**src/rtl/pwr_clk_map.vh**
```
// Register offsets, field positions, reset values for the power clock manager
`ifndef PWR_CLK_MAP_VH
`define PWR_CLK_MAP_VH

// Byte offsets, all within one 64-byte window
`define OFS_MAIN_CONTROL      6'h00
`define OFS_SLEEP_CONFIG      6'h01
`define OFS_CORE_DIV_SEL      6'h08
`define OFS_BUS_A_DIV_SEL     6'h09
`define OFS_BUS_B_DIV_SEL     6'h0A
`define OFS_BUS_C_DIV_SEL     6'h0B
`define OFS_HS_GATES          6'h14
`define OFS_BUS_A_GATES       6'h18
`define OFS_BUS_B_GATES       6'h1C
`define OFS_BUS_C_GATES       6'h20
`define OFS_IRQ_ENABLE_CLEAR  6'h34
`define OFS_IRQ_ENABLE_SET    6'h35
`define OFS_IRQ_FLAGS         6'h36
`define OFS_RESET_CAUSE_LOG   6'h38

// Field positions
`define BIT_FAILURE_DET_EN    2
`define BIT_BACKUP_CLK_SEL    4
`define BIT_CLOCK_READY       0
`define BIT_CLOCK_FAILURE     1

// Access sizes
`define SIZE_BYTE             2'h0
`define SIZE_HALF             2'h1
`define SIZE_WORD             2'h2

// Idle depth codes
`define IDLE_CORE             2'h0
`define IDLE_CORE_HS          2'h1
`define IDLE_CORE_HS_PB       2'h2

// Reset values and writable-bit masks
`define RST_HS_GATES          32'h0000001F
`define RST_BUS_A_GATES       32'h0000007F
`define RST_BUS_B_GATES       32'h0000000F
`define RST_BUS_C_GATES       32'h00000000
`define MASK_HS_GATES         32'h0000001F
`define MASK_BUS_A_GATES      32'h0000007F
`define MASK_BUS_B_GATES      32'h0000000F
`define MASK_BUS_C_GATES      32'h000FFFFF
`endif

```
**src/rtl/power_clock_manager_regs.v**
```verilog
// Power manager register bank, prescaler enables and clock gate control
`timescale 1ns/100ps
`include "pwr_clk_map.vh"

// Overview of operation
// - Register port handles 8, 16 and 32 bit accesses atomically.
// - Each byte and half of wide registers is reachable directly.
// - Write-protected registers ignore writes while the access guard locks them.
// - Bit 4 selects backup oscillator; hardware sets it on clock failure.
// - Bit 2 enables failure detector; hardware also sets it on failure.
// - Idle depth stops core, core plus high-speed, or all bus domains.
// - Idle depth applies when core executes wait-for-interrupt instruction.
// - Core prescaler divides main clock by two to the field value.
// - Bus A prescaler divides by two to the field value, 1 to 128.
// - Sources set flags; writing one clears, writing zero does nothing.
// - Enable-set write one enables, enable-clear write one disables.
// - Interrupt high while any enabled flag is set.
module power_clock_manager_regs
(
    // Clock and reset
    input  wire        sys_clk,
    input  wire        resetn,
    // Register port
    input  wire [5:0]  reg_addr,
    input  wire [1:0]  reg_size,
    input  wire [31:0] reg_wdata,
    input  wire        reg_wr,
    input  wire        reg_rd,
    output reg  [31:0] reg_rdata,
    // Access guard lock, same clock domain
    input  wire        access_guard_lock,
    // Clock events from the oscillator logic
    input  wire        clock_ready_evt,
    input  wire        clock_failure_evt,
    // Core sleep request
    input  wire        wait_for_interrupt_instr,
    input  wire        wake_request,
    // Reset causes, sampled once after release
    input  wire [5:0]  reset_cause_in,
    // Clock control outputs
    output wire        backup_clock_select,
    output wire        failure_detector_enable,
    output wire        core_clk_en,
    output wire        bus_a_clk_en,
    output wire        bus_b_clk_en,
    output wire        bus_c_clk_en,
    output reg         core_domain_stop,
    output reg         hs_domain_stop,
    output reg         pb_domain_stop,
    output wire [31:0] hs_clock_gates,
    output wire [31:0] bus_a_clock_gates,
    output wire [31:0] bus_b_clock_gates,
    output wire [31:0] bus_c_clock_gates,
    // Interrupt
    output wire        irq
);

    // Software-visible register state
    reg  [7:0]  main_control_q;
    reg  [1:0]  sleep_config_q;
    reg  [2:0]  core_div_q;
    reg  [2:0]  bus_a_div_q;
    reg  [2:0]  bus_b_div_q;
    reg  [2:0]  bus_c_div_q;
    reg  [31:0] hs_gates_q;
    reg  [31:0] bus_a_gates_q;
    reg  [31:0] bus_b_gates_q;
    reg  [31:0] bus_c_gates_q;
    reg  [1:0]  irq_enable_q;
    reg  [1:0]  irq_flags_q;
    // Reset cause capture: two sync stages then a one-shot load
    reg  [5:0]  cause_sync1_q;
    reg  [5:0]  cause_sync2_q;
    reg  [5:0]  reset_cause_q;
    reg  [1:0]  cause_wait_q;
    reg         cause_taken_q;
    // Prescaler counter and bus decode helpers
    reg  [6:0]  presc_cnt_q;
    reg  [31:0] wr_mask;
    reg  [31:0] wr_data;
    reg  [31:0] rd_word;
    wire [5:0]  word_addr;
    wire        wr_ok;

    // Bus notes:
    // Size and the low address bits pick the byte lanes of one word
    // Halves are aligned by addr[1]; an odd half offset uses its half
    // Data always travels in the low bits and is moved to its lane here
    // Every access finishes in one cycle, so no wait state exists
    // Unmapped words ignore writes and read as zero

    // Byte lane mask for an access of given size at a byte offset
    function [31:0] lane_mask;
        input [1:0] size;
        input [1:0] ofs;
        begin
            if (size == `SIZE_WORD)
                lane_mask = 32'hFFFFFFFF;
            else if (size == `SIZE_HALF)
                lane_mask = ofs[1] ? 32'hFFFF0000 : 32'h0000FFFF;
            else
                lane_mask = 32'h000000FF << {ofs, 3'h0};
        end
    endfunction

    // Lane merge: keep untouched lanes, take new data in written ones
    function [31:0] merge_lanes;
        input [31:0] old_val;
        input [31:0] new_val;
        input [31:0] mask;
        input [31:0] keep;
        begin
            merge_lanes = ((old_val & ~mask) | (new_val & mask)) & keep;
        end
    endfunction

    // Divider notes:
    // All four prescalers share one free-running 7-bit counter
    // Code n fires when the low n counter bits are all ones
    // So code 0 fires every cycle and code 7 once in 128 cycles
    // A new code takes effect at once; the first gap may be short
    // Sharing one counter keeps the enables of all buses aligned

    // Divider enable: pulse once every 2^sel cycles of the free counter
    function div_en;
        input [6:0] cnt;
        input [2:0] sel;
        reg   [6:0] low_bits;
        begin
            low_bits = (7'h7F >> (3'h7 - sel));
            div_en = ((cnt & low_bits) == low_bits);
        end
    endfunction

    // Byte-lane write data aligned into the word, lanes placed by offset
    assign word_addr = {reg_addr[5:2], 2'h0};
    assign wr_ok     = reg_wr & ~access_guard_lock;

    always @*
    begin
        wr_mask = lane_mask(reg_size, reg_addr[1:0]);
        wr_data = reg_wdata << {reg_addr[1:0], 3'h0};
    end

    // Word map seen by the write logic:
    // 0x00 lane 0 control bits 4 and 2, lane 1 idle depth
    // 0x08 lanes 0 to 3 core and three bus prescaler codes
    // 0x14 to 0x20 one clock gate mask word each
    // 0x34 lane 0 enable clear, lane 1 enable set, lane 2 flags
    // 0x38 lane 0 reset cause, read only
    // Guard lock blocks the first three groups, not the irq word
    // Reserved bits are masked so they always read back as zero

    // Register writes; hardware sets win over software writes
    always @(posedge sys_clk or negedge resetn)
    begin
        if (!resetn)
        begin
            main_control_q <= 8'h00;
            sleep_config_q <= 2'h0;
            core_div_q     <= 3'h0;
            bus_a_div_q    <= 3'h0;
            bus_b_div_q    <= 3'h0;
            bus_c_div_q    <= 3'h0;
            hs_gates_q     <= `RST_HS_GATES;
            bus_a_gates_q  <= `RST_BUS_A_GATES;
            bus_b_gates_q  <= `RST_BUS_B_GATES;
            bus_c_gates_q  <= `RST_BUS_C_GATES;
            irq_enable_q   <= 2'h0;
            irq_flags_q    <= 2'h0;
        end
        else
        begin
            if (wr_ok && word_addr == `OFS_MAIN_CONTROL)
            begin
                // Offset 0 word holds control, sleep; byte lanes 0 and 1
                if (wr_mask[0])
                    main_control_q <= wr_data[7:0] & 8'h14;
                if (wr_mask[8])
                    sleep_config_q <= wr_data[9:8];
            end
            else if (wr_ok && word_addr == `OFS_CORE_DIV_SEL)
            begin
                // Bus selects expect byte writes only
                if (wr_mask[0])
                    core_div_q <= wr_data[2:0];
                if (wr_mask[8])
                    bus_a_div_q <= wr_data[10:8];
                if (wr_mask[16])
                    bus_b_div_q <= wr_data[18:16];
                if (wr_mask[24])
                    bus_c_div_q <= wr_data[26:24];
            end
            else if (wr_ok && word_addr == `OFS_HS_GATES)
                hs_gates_q <= merge_lanes(hs_gates_q, wr_data, wr_mask, `MASK_HS_GATES);
            else if (wr_ok && word_addr == `OFS_BUS_A_GATES)
                bus_a_gates_q <= merge_lanes(bus_a_gates_q, wr_data, wr_mask, `MASK_BUS_A_GATES);
            else if (wr_ok && word_addr == `OFS_BUS_B_GATES)
                bus_b_gates_q <= merge_lanes(bus_b_gates_q, wr_data, wr_mask, `MASK_BUS_B_GATES);
            else if (wr_ok && word_addr == `OFS_BUS_C_GATES)
                bus_c_gates_q <= merge_lanes(bus_c_gates_q, wr_data, wr_mask, `MASK_BUS_C_GATES);

            // Interrupt enables: set lane 1, clear lane 0
            if (reg_wr && word_addr == `OFS_IRQ_ENABLE_CLEAR)
            begin
                irq_enable_q <= (irq_enable_q
                                 & ~(wr_mask[0] ? wr_data[1:0] : 2'h0))
                                | (wr_mask[8] ? wr_data[9:8] : 2'h0);
            end

            // Flags share the word at offset 0x34, byte lane 2
            // Flags: write one clears, event in same cycle wins
            irq_flags_q <= (irq_flags_q
                            & ~((reg_wr && word_addr == `OFS_IRQ_ENABLE_CLEAR && wr_mask[16])
                                ? wr_data[17:16] : 2'h0))
                           | {clock_failure_evt & failure_detector_enable,
                              clock_ready_evt};

            // Clock failure forces backup clock and detector bits
            if (clock_failure_evt && main_control_q[`BIT_FAILURE_DET_EN])
            begin
                main_control_q[`BIT_BACKUP_CLK_SEL] <= 1'b1;
                main_control_q[`BIT_FAILURE_DET_EN] <= 1'b1;
            end
        end
    end

    // Cause notes:
    // The cause lines come from the reset logic, outside this clock
    // They pass two flops before anything reads them
    // Capture waits until the pipe holds real samples

    // Cause line synchroniser
    always @(posedge sys_clk or negedge resetn)
    begin
        if (!resetn)
        begin
            cause_sync1_q <= 6'h00;
            cause_sync2_q <= 6'h00;
        end
        else
        begin
            cause_sync1_q <= reset_cause_in;
            cause_sync2_q <= cause_sync1_q;
        end
    end

    // Load the synchronised cause once, after the pipe fills
    // Later changes on the cause lines wait for the next reset
    always @(posedge sys_clk or negedge resetn)
    begin
        if (!resetn)
        begin
            reset_cause_q <= 6'h00;
            cause_wait_q  <= 2'h0;
            cause_taken_q <= 1'b0;
        end
        else if (!cause_taken_q)
        begin
            if (cause_wait_q == 2'h2)
            begin
                reset_cause_q <= cause_sync2_q;
                cause_taken_q <= 1'b1;
            end
            else
                cause_wait_q <= cause_wait_q + 2'h1;
        end
    end

    // Read notes:
    // The whole word is built here and cut to the lanes on the strobe
    // Both enable lanes show the same enable bits
    // Cause bits 3 and 7 are unused and read zero

    // Read mux; unmapped addresses and reserved bits read zero
    always @*
    begin
        if (word_addr == `OFS_MAIN_CONTROL)
            rd_word = {16'h0000, 6'h00, sleep_config_q, main_control_q};
        else if (word_addr == `OFS_CORE_DIV_SEL)
            rd_word = {5'h00, bus_c_div_q, 5'h00, bus_b_div_q,
                       5'h00, bus_a_div_q, 5'h00, core_div_q};
        else if (word_addr == `OFS_HS_GATES)
            rd_word = hs_gates_q;
        else if (word_addr == `OFS_BUS_A_GATES)
            rd_word = bus_a_gates_q;
        else if (word_addr == `OFS_BUS_B_GATES)
            rd_word = bus_b_gates_q;
        else if (word_addr == `OFS_BUS_C_GATES)
            rd_word = bus_c_gates_q;
        else if (word_addr == `OFS_IRQ_ENABLE_CLEAR)
            rd_word = {14'h0000, irq_flags_q, 6'h00, irq_enable_q,
                       6'h00, irq_enable_q};
        else if (word_addr == `OFS_RESET_CAUSE_LOG)
            rd_word = {24'h000000, 1'b0, reset_cause_q[5:3], 1'b0,
                       reset_cause_q[2:0]};
        else
            rd_word = 32'h00000000;
    end

    // Read data one cycle later, shifted down to the accessed lane
    always @(posedge sys_clk or negedge resetn)
    begin
        if (!resetn)
            reg_rdata <= 32'h00000000;
        else if (reg_rd)
            reg_rdata <= (rd_word & lane_mask(reg_size, reg_addr[1:0]))
                         >> {reg_addr[1:0], 3'h0};
    end

    // Counter notes:
    // Wraps every 128 cycles, the longest divide ratio
    // Never stopped, so enables keep running in every idle depth
    // Domain stops are applied by the clock gates downstream

    // Free-running prescaler counter; all dividers share it
    always @(posedge sys_clk or negedge resetn)
    begin
        if (!resetn)
            presc_cnt_q <= 7'h00;
        else
            presc_cnt_q <= presc_cnt_q + 7'h01;
    end

    assign core_clk_en  = div_en(presc_cnt_q, core_div_q);
    assign bus_a_clk_en = div_en(presc_cnt_q, bus_a_div_q);
    assign bus_b_clk_en = div_en(presc_cnt_q, bus_b_div_q);
    assign bus_c_clk_en = div_en(presc_cnt_q, bus_c_div_q);

    // Idle notes:
    // Depth 0 stops core only, 1 adds the high-speed bus
    // Depth 2 also stops the peripheral buses
    // The stops nest: a deeper domain never stops alone
    // Wake beats a sleep request in the same cycle
    // Depth is read at the sleep request, so later writes wait
    // for the next sleep to take effect

    // Idle state entered on the sleep instruction, left on wake request
    always @(posedge sys_clk or negedge resetn)
    begin
        if (!resetn)
        begin
            core_domain_stop <= 1'b0;
            hs_domain_stop   <= 1'b0;
            pb_domain_stop   <= 1'b0;
        end
        else if (wake_request)
        begin
            core_domain_stop <= 1'b0;
            hs_domain_stop   <= 1'b0;
            pb_domain_stop   <= 1'b0;
        end
        else if (wait_for_interrupt_instr)
        begin
            // Reserved depth code behaves as deepest stop
            core_domain_stop <= 1'b1;
            hs_domain_stop   <= (sleep_config_q != `IDLE_CORE);
            pb_domain_stop   <= (sleep_config_q[1]);
        end
    end

    // Output notes:
    // Control bits and gate masks go out straight from their flops
    // Interrupt is a level, low as soon as flag or enable drops

    assign backup_clock_select     = main_control_q[`BIT_BACKUP_CLK_SEL];
    assign failure_detector_enable = main_control_q[`BIT_FAILURE_DET_EN];
    assign hs_clock_gates          = hs_gates_q;
    assign bus_a_clock_gates       = bus_a_gates_q;
    assign bus_b_clock_gates       = bus_b_gates_q;
    assign bus_c_clock_gates       = bus_c_gates_q;
    assign irq                     = |(irq_flags_q & irq_enable_q);

endmodule // power_clock_manager_regs

```
**config.mk**
```make
export PLATFORM = sky130hd
export DESIGN_NAME = power_clock_manager_regs
export DESIGN_NICKNAME = d
export VERILOG_FILES = /design/src/rtl/power_clock_manager_regs.v
export VERILOG_INCLUDE_DIRS = /design/src /design/src/rtl
export SDC_FILE = /design/constraint.sdc
export NUM_CORES = 1
export LEC_CHECK = 0
export ABC_AREA = 1
export BUFFER_PORTS_ARGS = -buffer_cell sky130_fd_sc_hd__buf_2
export CAP_MARGIN = 30
export CORE_MARGIN = 8
export CORE_UTILIZATION = 50
export CTS_CLUSTER_SIZE = 16
export DETAILED_ROUTE_END_ITERATION = 10
export GPL_ROUTABILITY_DRIVEN = 0
export PLACE_DENSITY = 0.82
export SETUP_SLACK_MARGIN = 0.1
export SLEW_MARGIN = 5
export SYNTH_ARGS = -nofsm -noshare
export SYNTH_HDL_FRONTEND = slang
export SYNTH_SLANG_ARGS = --single-unit
export TNS_END_PERCENT = 10
```
**constraint.sdc**
```tcl
create_clock -name sys_clk -period 1.8 [get_ports sys_clk]
set_input_delay 0.27 -clock sys_clk [delete_from_list [all_inputs] [get_ports sys_clk]]
set_output_delay 0.27 -clock sys_clk [all_outputs]
set_load 0.02 [all_outputs]
```
### Yosys cells after proc, flatten, opt, wreduce, memory -nomap -nowiden

Cells that the tools add are included.

| operators by class | value |
|---|---|
| $add $sub $neg | 6 |
| equality and inequality tests | 14 |
| shift operators | 7 |
| multiplexer cells | 27 |
| bitwise logic cells | 32 |
| reductions and logical operators | 27 |

Operators by type and width:

| kind | number |
|---|---|
| 32-bit 2-to-1 mux | 4 |
| 20-bit 2-to-1 mux | 4 |
| 27-bit 2-to-1 mux | 2 |
| 20-bit AND | 2 |
| 7-bit AND | 5 |
| 32-bit AND | 1 |
| 32-bit by 5-bit left shift with 27-bit output | 1 |
| 8-bit by 5-bit left shift with 32-bit output (first input constant) | 1 |
| 32-bit by 5-bit right shift with 32-bit output | 1 |
| 7-bit equality test | 4 |
| 7-bit by 3-bit right shift with 7-bit output (first input constant) | 4 |
| 20-bit NOT | 1 |
| 20-bit OR | 1 |
| 18-bit 2-to-1 mux | 1 |
| 3-bit AND reduction | 5 |
| 4-bit by 3-bit equality test with 1-bit output (second input constant) | 3 |
| 4-bit equality test (second input constant) | 3 |
| 3-bit subtractor (first input constant) | 4 |
| 1-bit 2-to-1 mux | 10 |
| 5-bit 2-to-1 mux | 2 |
| 1-bit logical AND | 9 |
| 1-bit NOT | 8 |
| 2-bit AND reduction | 4 |
| 2-bit nonzero test | 4 |
| other kinds (21) | 29 |

| storage, ports and cells | value |
|---|---|
| flip-flop bits (word level) | 119 |
| bits of input ports | 55 |
| word-level logic and storage cells | 135 |

### Longest topological paths before layout

Gate-level depths: netlist of run 1.

| depth | value |
|---|---|
| word-level depth | 11 |
| gate-level depth with buffers | 13 |
| gate-level depth less buffers | 13 |

### Least setup slack after synthesis of run 1

OpenSTA, ideal clock, no wires.

| timing path | value |
|---|---|
| path kind | register -> output |
| from | reg presc_cnt_q[4] |
| to | out bus_a_clk_en |
| data arrival time | 1248 ps |
| required time | 1530 ps |
| path slack | 282 ps |
| cell stages (with the launch flop) | 5 |
| path through | dfrtp_1 > nand2_1 > a21oi_1 > a21oi_1 > a211oi_1 |

| on the way | value |
|---|---|
| word-level cells in the longest chain between the ends | 2 |

Ends and longest elaborated chain:

| what | RTL line | text |
|---|---|---|
| start, declared | power_clock_manager_regs.v:78 | `reg [6:0] presc_cnt_q;` |
| start signal, assigned | power_clock_manager_regs.v:322 | `presc_cnt_q <= presc_cnt_q + 7'h01;` |
| 7-bit AND | power_clock_manager_regs.v:131 | `div_en = ((cnt & low_bits) == low_bits);` |
| 7-bit equality test | power_clock_manager_regs.v:131 |  |
| end, declared | power_clock_manager_regs.v:44 | `output wire bus_a_clk_en,` |

No other way between the ends.

### Worst setup path in the final report of run 1

| timing path | value |
|---|---|
| from | reg presc_cnt_q[4] |
| to | out bus_b_clk_en |

| on the way | value |
|---|---|
| word-level cells in the longest chain between the ends | 2 |

Ends and longest elaborated chain:

| what | RTL line | text |
|---|---|---|
| 7-bit AND | power_clock_manager_regs.v:131 |  |
| 7-bit equality test | power_clock_manager_regs.v:131 |  |
| end, declared | power_clock_manager_regs.v:45 | `output wire bus_b_clk_en,` |

No other way between the ends.

==> flow_summary.ini, run 1 <==
[clock_network]
cts_inserted_buffers = 9
clock_sink_count = 110
clk_pin_slew_worst_paths_ps = 70
cts_root_buffer = sky130_fd_sc_hd__clkbuf_16
clk_buf_depth = 2
htree_levels = 3
clock_latency_ps = 360
clock_tree_from_tritoncts = built

[route]
post_drt_wl_per_cell_microns = 16.2
num_vias = 5596
drt_first_iter_violations = 520
dr.pass1.iters = 5
drt.antenna.violating_nets = 0
routed_wirelength_mm = 17.8
drc = 0
vias_per_cell = 5.08

[die]
fp.coreArea_sq_um = 12400
chip_height_microns = 128
io_pins = 225
initial_core_util = 0.504
die_area_sq_um = 16400
placement_rows = 41
dieWidth_microns = 128

[sta]
crit_path_setup_slack_layout_ps = 28.3
period_minus_slack_ps = 1770
report.final.setup_viol = 0
final-hold-violation-count = 0
max_slew.worst_pin.slew_ps = 525
timing.slew.headroom = 0.650
setup_total_negative_slack_ps = 0
finalCritPeriodShare = 0.984
unrepaired_setup_endpoints_after_global_routing = yes
fin_skew_ps = 12.0
final-max-slew-violation-count = 0
max_clock_freq_ghz = 0.564
hold-worst-slack_ps = 14.3

[cells_and_area]
final_design_area_no_fill_sq_um = 7340
final_core_util = 0.591
final_cell_count_no_fill = 1101
post_route_cells_drive_above_1_share = 0.259
layout-area-overhead-vs-synth_pct = 17.2
finish.net_count = 980

[setup_path]
critical_path.max_fanout = 7
critical_path.endpoint_type = output pin
cp_slowest_cell = sky130_fd_sc_hd__dfrtp_2
worstReg2RegEnd = reset_cause_q[5]
critical_path.most_common_cell = sky130_fd_sc_hd__a21oi_1
critPathKind = register to output pin
crit_chain = nand2_4, a21oi_1, a21oi_1, a211oi_2, buf_4
timing.critical_path.from_type = register
cp_num_buf_inv = 1
reg2reg_setup_slack_ps = 430
arrival_ps = 1500
slowest_delay_ps = 450
critPathTopFamily = flip-flops
critical_path.reg2reg.startpoint = cause_wait_q[0]
timing.critical_path.required_ps = 1530
r2r.worst_path.cells = 4

[place]
placedInstanceArea_sq_um = 6880
post-place-cells = 1073
port-buffer-count = 114
pre_cts_ws_ps = 146
dp.final_hpwl_mm = 13.9

[power]
total_power_mw = 6.59
ir_drop_mv = 0.683
power_dens_cells_nw_per_um2 = 899
pleak_nw = 3.88

[grt]
grt_max_degree = 54
grt_pass1_vias = 5350
grt-ovfl-total = 0
grt_pass1_wl_mm = 27.4
grt_antenna_before_repair = 1
globalRouteTotalUtil = 0.214

[logic_synthesis]
netlist.top_cell.by_area = sky130_fd_sc_hd__dfrtp_1
async_flop_share = 1.00
synth_enable_flop_cells = 0
yosysWarningCount = 0
synth.area.top_cells = sky130_fd_sc_hd__dfrtp_1 38%, sky130_fd_sc_hd__buf_4 12%, sky130_fd_sc_hd__nand2_1 8.3%, sky130_fd_sc_hd__dfstp_2 6.7%, sky130_fd_sc_hd__inv_1 5.3%
synth.most_common_cell = sky130_fd_sc_hd__nand2_1
most_used_flip_flop_cell_after_synthesis = sky130_fd_sc_hd__dfrtp_1
seq_area_frac_synth = 0.443
yosys_register_bits = 110
area_fraction_of_the_dominant_cell_type_after_synthesis = 0.376
synth.cell_area_sq_um = 6260
yosys-top-cells-count = 139 x sky130_fd_sc_hd__nand2_1, 102 x sky130_fd_sc_hd__buf_4, 94 x sky130_fd_sc_hd__dfrtp_1, 88 x sky130_fd_sc_hd__inv_1, 66 x sky130_fd_sc_hd__o21ai_0
synth.lib_cells_used.distinct = 44
synth_area_per_cell_sq_um = 8.17
post_synth_inst_count = 766

[flow_run]
maxCapViolations = 0

[worst_hold_path]
holdPathStages = 1
min_delay_worst_endpoint = cause_sync1_q[2]
timing.hold.worst.start = reset_cause_in[2]
worst_hold_path_type = input pin to register

[outcome]
run_status = finished clean
-- cell usage in the layout (no fill, tap or decap), types with 2 or more instances in the layout --
master                          synthesis  final
sky130_fd_sc_hd__o211ai_1               2      2
sky130_fd_sc_hd__o21ai_1                1      2
sky130_fd_sc_hd__o21ai_0               66     65
sky130_fd_sc_hd__conb_1                 1    101
sky130_fd_sc_hd__o221ai_1               3      3
sky130_fd_sc_hd__nand3_1               57     57
sky130_fd_sc_hd__a21oi_1               40     40
sky130_fd_sc_hd__bufinv_16              0      2
sky130_fd_sc_hd__mux2_2                 6      6
sky130_fd_sc_hd__nor3_1                 7      6
sky130_fd_sc_hd__buf_2                  3    109
sky130_fd_sc_hd__a22o_1                 4      4
sky130_fd_sc_hd__nand2_1              139    137
sky130_fd_sc_hd__buf_12                 0      3
sky130_fd_sc_hd__xnor2_1                2      2
sky130_fd_sc_hd__xor2_1                 4      4
sky130_fd_sc_hd__dlygate4sd3_1          0      2
sky130_fd_sc_hd__nand2_4                2      3
sky130_fd_sc_hd__a32o_1                 2      2
sky130_fd_sc_hd__a221oi_1               3      3
sky130_fd_sc_hd__inv_2                  8      9
sky130_fd_sc_hd__dfrtp_1               94     93
sky130_fd_sc_hd__nor3_2                 1      2
sky130_fd_sc_hd__clkinv_4               0      3
sky130_fd_sc_hd__nor2_1                49     49
sky130_fd_sc_hd__nand4_1                6      6
sky130_fd_sc_hd__a22oi_1                7      7
sky130_fd_sc_hd__clkbuf_16              0      9
sky130_fd_sc_hd__nand2_2                5      6
sky130_fd_sc_hd__nor2_8                 2      2
sky130_fd_sc_hd__buf_4                102     45
sky130_fd_sc_hd__inv_1                 88     87
sky130_fd_sc_hd__a211oi_2               0      3
sky130_fd_sc_hd__nor2_4                 5      5
sky130_fd_sc_hd__dfstp_2               16     16
sky130_fd_sc_hd__ha_1                   2      2
sky130_fd_sc_hd__or2_2                  5      5
sky130_fd_sc_hd__o22ai_1                8      8
sky130_fd_sc_hd__nor2_2                 7      7
-- cell families (layout without fill, tap and decap cells) --
kind of cell             Yosys count  count (layout)  share of synthesized area
XOR/XNOR                           6               6                    0.00839
AND/OR/NAND/NOR                  287             287                      0.210
flip-flops                       110             110                      0.443
buffers and inverters            209             271                      0.191
other                              1             102                   0.000599
adder cells (fa/ha/maj)            2               2                    0.00400
AO/OA/AOI/OAI                    145             145                      0.133
multiplexers                       6               6                     0.0108
-- timing repair --
item                                    CTS  global route
buffers inserted                          6             3
hold buffers                              1             1
endpoints found under the setup margin    4             4
pin swaps                                 0             0
gates resized for setup                   7             7
endpoints found under the hold margin     7             1
-- how the worst max path moves through the flow --
stage,start,to,slack [ps],cells after the start
after floorplan,presc_cnt_q[4],bus_a_clk_en,280,4
after global placement,reg_addr[4],register,160,9
after detailed placement,reg_addr[4],register,150,9
after CTS,presc_cnt_q[4],bus_b_clk_en,40,5
after global routing,presc_cnt_q[4],bus_a_clk_en,-70,5
final,presc_cnt_q[4],bus_b_clk_en,30,5
-- where the power goes --
group          internal, mW  switching [mW]
registers              2.76           0.181
logic                 0.442            1.05
clock network          1.22           0.936
total                  4.42            2.17
-- metal layers --
layer / track usage / share of wire / up-vias
li1: - / - / 2617
met1: 0.260 / 0.39 / 2601
met2: 0.355 / 0.48 / 324
met3: 0.0632 / 0.10 / 52
met4: 0.0734 / 0.028 / 2
met5: 0 / 0.00051 / -
-- layout make-up --
cell class / count / area [sq um]
fill: 1120 / 5080
sequential: 110 / 2770
antenna: 1 / 2.50
timing repair buffer: 159 / 963
tap: 172 / 215
clock inverter: 7 / 98.8
clock buffer: 9 / 225
multi-input combinational: 547 / 2700
inverter: 96 / 360
No activity file was read; power rests on OpenSTA's default activity.
==> run 2: changes to the inputs <==
--- a/config.mk
+++ b/config.mk
@@ -10,11 +10,11 @@
 export BUFFER_PORTS_ARGS = -buffer_cell sky130_fd_sc_hd__buf_2
 export CAP_MARGIN = 30
 export CORE_MARGIN = 8
-export CORE_UTILIZATION = 50
+export CORE_UTILIZATION = 30
 export CTS_CLUSTER_SIZE = 16
 export DETAILED_ROUTE_END_ITERATION = 10
 export GPL_ROUTABILITY_DRIVEN = 0
-export PLACE_DENSITY = 0.82
+export PLACE_DENSITY = 0.55
 export SETUP_SLACK_MARGIN = 0.1
 export SLEW_MARGIN = 5
 export SYNTH_ARGS = -nofsm -noshare
==> run 2 against run 1 <==
  * Clock skew down 0.82 ps
  * Power down 1.7%
  * Sequential power about the same
  * Utilization down 23 points
  * Cell area up 2.6%
  * Final cell count up 10%
  * Via count down 4.4%
  * Largest cell class unchanged
  * Critical endpoint is now bus_a_clk_en
  * Critical path depth unchanged
  * Critical path type unchanged
  * Highest routed layer is now met4
==> flow_summary.ini, run 2 (synthesized netlist as in run 1, its figures left out) <==
[grt]
grt_pass1_wl_mm = 30.2
grt_pass1_vias = 5387
globalRouteTotalUtil = 0.149
grt_max_degree = 43
grt-ovfl-total = 0
grt_antenna_before_repair = 1

[power]
ir_drop_mv = 0.466
power_switching_mw = 2.27
clock_power_share = 0.312
p_int_mw = 4.21
power.switching_fraction = 0.350
power_frac_seq = 0.453
power_dens_cells_nw_per_um2 = 861
pleak_nw = 3.90
comb_power_share = 0.236

[clock_network]
clock_latency_ps = 360
clk_pin_slew_worst_paths_ps = 70
clock_tree_from_tritoncts = built
htree_levels = 3
cts_root_buffer = sky130_fd_sc_hd__clkbuf_16
clock_sink_count = 110
cts_inserted_buffers = 9
clk_buf_depth = 2

[die]
dieWidth_microns = 160
die_area_sq_um = 25700
fp.coreArea_sq_um = 20800
io_pins = 225
chip_height_microns = 160
initial_core_util = 0.302
placement_rows = 53

[setup_path]
critPathTopFamily = flip-flops
critical_path.endpoint_type = output pin
crit_chain = nand2_1, inv_2, a21oi_1, a211oi_2, buf_4
critical_path.reg2reg.startpoint = bus_a_div_q[1]
r2r.worst_path.cells = 9
cp_num_buf_inv = 2
critPathKind = register to output pin
slowest_delay_ps = 410
cp_slowest_cell = sky130_fd_sc_hd__dfrtp_2
worstReg2RegEnd = reg_rdata[1]
reg2reg_setup_slack_ps = 380
arrival_ps = 1490
timing.critical_path.from_type = register
critical_path.max_fanout = 6
timing.critical_path.required_ps = 1530

[cells_and_area]
post_route_cells_drive_above_1_share = 0.274
layout.cells.most_common = sky130_fd_sc_hd__nand2_1
final_core_util = 0.363
final_cell_count_no_fill = 1211
layout-area-overhead-vs-synth_pct = 20.2
finish.net_count = 987
most-common-layout-cells = 137 x sky130_fd_sc_hd__nand2_1, 109 x sky130_fd_sc_hd__buf_2, 101 x sky130_fd_sc_hd__conb_1, 91 x sky130_fd_sc_hd__dfrtp_1, 83 x sky130_fd_sc_hd__inv_1

[place]
dp.final_hpwl_mm = 15.7
pre_cts_ws_ps = 84.1
post-place-cells = 1183
port-buffer-count = 114

[sta]
period_minus_slack_ps = 1760
final-max-slew-violation-count = 0
crit_path_setup_slack_layout_ps = 39.0
report.final.setup_viol = 0
final-hold-violation-count = 0
max_clock_freq_ghz = 0.568
unrepaired_setup_endpoints_after_global_routing = yes
finalCritPeriodShare = 0.978
fin_skew_ps = 11.1

[route]
post_drt_wl_per_cell_microns = 16.1
drt.antenna.violating_nets = 0
drt_first_iter_violations = 389
vias_per_cell = 4.42
dr.pass1.iters = 5
routed_wirelength_mm = 19.5
num_vias = 5352
drc = 0

[worst_hold_path]
timing.hold.worst.start = reset_cause_in[1]
holdPathStages = 1
min_delay_worst_endpoint = cause_sync1_q[1]
worst_hold_path_type = input pin to register

[outcome]
run_status = finished clean

[flow_run]
maxCapViolations = 0
run 2: cell count changes in the layout (fill, tap and decap cells not counted), sizes merged:
| cell | previous run | this run |
|---|---|---|
| buf | 157 | 161 |
| bufinv | 2 | 0 |
| clkbuf | 9 | 10 |
| clkinv | 4 | 3 |
| dlygate4sd3 | 2 | 5 |
| inv | 96 | 98 |
run 2: worst max-delay path by stage:
stage              startpoint            to  slack, ps  depth (start not counted)
6_report       presc_cnt_q[0]  bus_a_clk_en         40                          5
5_1_grt        presc_cnt_q[4]  bus_b_clk_en        -40                          5
4_1_cts        presc_cnt_q[4]  bus_a_clk_en        -30                          5
3_5_place_dp   presc_cnt_q[4]  bus_a_clk_en         80                          5
3_3_place_gp      reg_size[0]  reg_rdata[3]         90                         10
2_1_floorplan  presc_cnt_q[4]  bus_a_clk_en        280                          4
run 2: area by class of cell:
cell class              count  area, sq um
clock buffers              10          239
multi-input cells         547         2720
diodes                      1         2.50
inverters                  96          360
flip-flops and latches    110         2780
fillers                  2238        13200
repair buffers            166         1030
well taps                 275          344
clock inverters             6         52.6
run 2: through the flow:
step / power [mW] / TNS, ps / hold slack [ps] / cell area, sq um
CTS: 6.54 / -31.4 / 1.38 / 7470
global placement: 4.46 / 0 / 239 / 7060
finish: 6.48 / 0 / 17.5 / 7530
detailed placement: 4.46 / 0 / 237 / 7060
global route: 6.79 / -108 / 4.06 / 7530
floorplan: 4.01 / 0 / -25.6 / 6640
run 2: repair_timing:
item	in CTS	in global routing
setup buffers	2	4
resized for setup	20	9
hold buffers	5	0
pin swaps	2	4
setup endpoints to repair	4	4
endpoints found under the hold margin	22	0
run 2: layer usage:
layer,routed length [microns],up-vias,global-route usage
met3,1620,22,0.0346
li1,-,2628,-
met5,0,-,0
met4,396,0,0.0578
met2,9080,214,0.241
met1,8360,2488,0.189
run 2: power groups by stage:
stage | Clock, mW | Combinational, mW | Sequential (mW)
finish | 2.02 | 1.53 | 2.93
detailed placement | 0 | 1.48 | 2.98
floorplan | 0 | 0.851 | 3.16
CTS | 2.08 | 1.52 | 2.94
global placement | 0 | 1.48 | 2.98
global route | 2.15 | 1.68 | 2.97
==> run 3: changes to the inputs <==
--- a/config.mk
+++ b/config.mk
@@ -10,11 +10,12 @@
 export BUFFER_PORTS_ARGS = -buffer_cell sky130_fd_sc_hd__buf_2
 export CAP_MARGIN = 30
 export CORE_MARGIN = 8
-export CORE_UTILIZATION = 30
+export CORE_UTILIZATION = 40
+export CTS_BUF_LIST = sky130_fd_sc_hd__clkbuf_16
 export CTS_CLUSTER_SIZE = 16
 export DETAILED_ROUTE_END_ITERATION = 10
 export GPL_ROUTABILITY_DRIVEN = 0
-export PLACE_DENSITY = 0.55
+export PLACE_DENSITY = 0.69
 export SETUP_SLACK_MARGIN = 0.1
 export SLEW_MARGIN = 5
 export SYNTH_ARGS = -nofsm -noshare
==> run 3 against run 2 <==
  * Critical path depth is the same
  * Worst hold slack lost 2.1 ps
  * Clock skew shrank 2.8 ps
  * Die area shrank 23%
  * Utilization grew 12 points
  * Register-to-register slack lost 40 ps
  * Largest cell class unchanged
==> flow_summary.ini, run 3 (synthesized netlist as in run 1, its figures left out) <==
[outcome]
run_status = finished clean

[route]
post_drt_wl_per_cell_microns = 16.0
vias_per_cell = 4.72
routed_wirelength_mm = 18.2
num_vias = 5358
drt_first_iter_violations = 507
drc = 0
dr.pass1.iters = 5
drt.antenna.violating_nets = 0

[die]
placement_rows = 45
dieWidth_microns = 141
initial_core_util = 0.410
io_pins = 225
die_area_sq_um = 19900
chip_height_microns = 141
fp.coreArea_sq_um = 15300

[setup_path]
timing.critical_path.required_ps = 1530
timing.critical_path.from_type = register
critical_path.endpoint_type = output pin
arrival_ps = 1520
critPathKind = register to output pin
critical_path.max_fanout = 5

[clock_network]
cts_inserted_buffers = 9
clk_pin_slew_worst_paths_ps = 70
cts_root_buffer = sky130_fd_sc_hd__clkbuf_16
clock_tree_from_tritoncts = built
clock_sink_count = 110
clk_buf_depth = 2
htree_levels = 3
clock_latency_ps = 360

[sta]
period_minus_slack_ps = 1790
unrepaired_setup_endpoints_after_global_routing = yes
final-max-slew-violation-count = 0
report.final.setup_viol = 0
max_slew.worst_pin.slew_ps = 537
max_clock_freq_ghz = 0.558
timing.slew.headroom = 0.642
finalCritPeriodShare = 0.996
final-hold-violation-count = 0
fin_skew_ps = 8.33

[power]
power_switching_mw = 2.22
ir_drop_mv = 0.538
power_frac_seq = 0.460
pleak_nw = 3.85
total_power_mw = 6.38
clock_power_share = 0.304
comb_power_share = 0.237
power_dens_cells_nw_per_um2 = 865
p_int_mw = 4.16
power.switching_fraction = 0.348

[flow_run]
maxCapViolations = 0

[grt]
grt_pass1_vias = 5206
grt_pass1_wl_mm = 28.2
grt_antenna_before_repair = 1
globalRouteTotalUtil = 0.182
grt-ovfl-total = 0
grt_max_degree = 39

[worst_hold_path]
worst_hold_path_type = input pin to register

[cells_and_area]
fillerInstances = 1506
layout-area-overhead-vs-synth_pct = 17.8
layout.cells.most_common = sky130_fd_sc_hd__nand2_1
post_route_cells_drive_above_1_share = 0.267
most-common-layout-cells = 136 x sky130_fd_sc_hd__nand2_1, 109 x sky130_fd_sc_hd__buf_2, 101 x sky130_fd_sc_hd__conb_1, 90 x sky130_fd_sc_hd__dfrtp_1, 83 x sky130_fd_sc_hd__inv_1
multi_input_area_sq_um = 2730
finish.net_count = 976
final_cell_count_no_fill = 1136
regArea_sq_um = 2780

[place]
port-buffer-count = 114
post-place-cells = 1106
dp.final_hpwl_mm = 14.5
[run 3: cell count changes in the layout (fill, tap and decap cells not counted), sizes merged]
| cell | change |
|---|---|
| buf | -10 |
| clkbuf | -1 |
| clkinvlp | +2 |
| dlygate4sd3 | -1 |
| inv | -1 |
[run 3: worst paths after layout]
kind                                   startpoint                          to  slack, ps  cells past startpoint
worst max-delay path               presc_cnt_q[4]                bus_a_clk_en          7                      5
worst min-delay path            reset_cause_in[3]            cause_sync1_q[3]         20                      1
worst max register to register     bus_a_div_q[1]                reg_rdata[1]        340                      9
worst min register to register   cause_sync1_q[1]            cause_sync2_q[1]        350                      0
max in group asynchronous                  resetn  asynchronous set/reset pin        850                      3
min in group asynchronous                  resetn             cause_wait_q[1]        320                      2
[run 3: power by group through the flow]
stage	Sequential, mW	Clock (mW)	Combinational (mW)
floorplan	3.16	0	0.851
global placement	2.97	0	1.44
detailed placement	2.98	0	1.45
CTS	2.93	1.97	1.50
global route	2.97	2.07	1.65
finish	2.93	1.94	1.51
[run 3: routing by layer]
metal,global-route usage,share of wire,vias to the layer above
li1,-,-,2605
met1,0.234,0.42,2436
met2,0.285,0.46,282
met3,0.0405,0.094,35
met4,0.0854,0.028,0
met5,0,0,-
[run 3: worst max-delay path, cell delays in order, from the launching register on]
cell,delay (ps)
sky130_fd_sc_hd__dfrtp_2,420
sky130_fd_sc_hd__nand2_4,90
sky130_fd_sc_hd__a21oi_2,150
sky130_fd_sc_hd__a21oi_2,70
sky130_fd_sc_hd__a211oi_2,240
sky130_fd_sc_hd__buf_4,190
[run 3: cell type report]
type,count,share of cell area
flip-flops and latches,110,0.377
clock buffers,9,0.0305
clock inverters,7,0.00831
diodes,1,0.000339
repair buffers,155,0.129
well taps,211,0.0358
inverters,96,0.0492
multi-input cells,547,0.370
[run 3: stage by stage]
step                      utilization  hold WS [ps]  setup TNS (ps)  area (sq um)  setup slack, ps
after floorplan                     -         -25.6               0          6640              282
after global placement          0.452           160               0          6900             39.0
after detailed placement        0.452           160           -3.05          6900            -3.05
after CTS                       0.480          1.94               0          7320             28.7
after global routing            0.483          1.94           -73.4          7370            -57.5
final                           0.483          15.4               0          7370             7.21
[run 3: repair_timing]
item / 4_1_cts / 5_1_grt
hold buffers: 4 / 0
endpoints found under the setup margin: 4 / 4
pin swaps: 1 / 4
setup buffers: 6 / 3
gates resized for setup: 18 / 13
endpoints found under the hold margin: 15 / 0
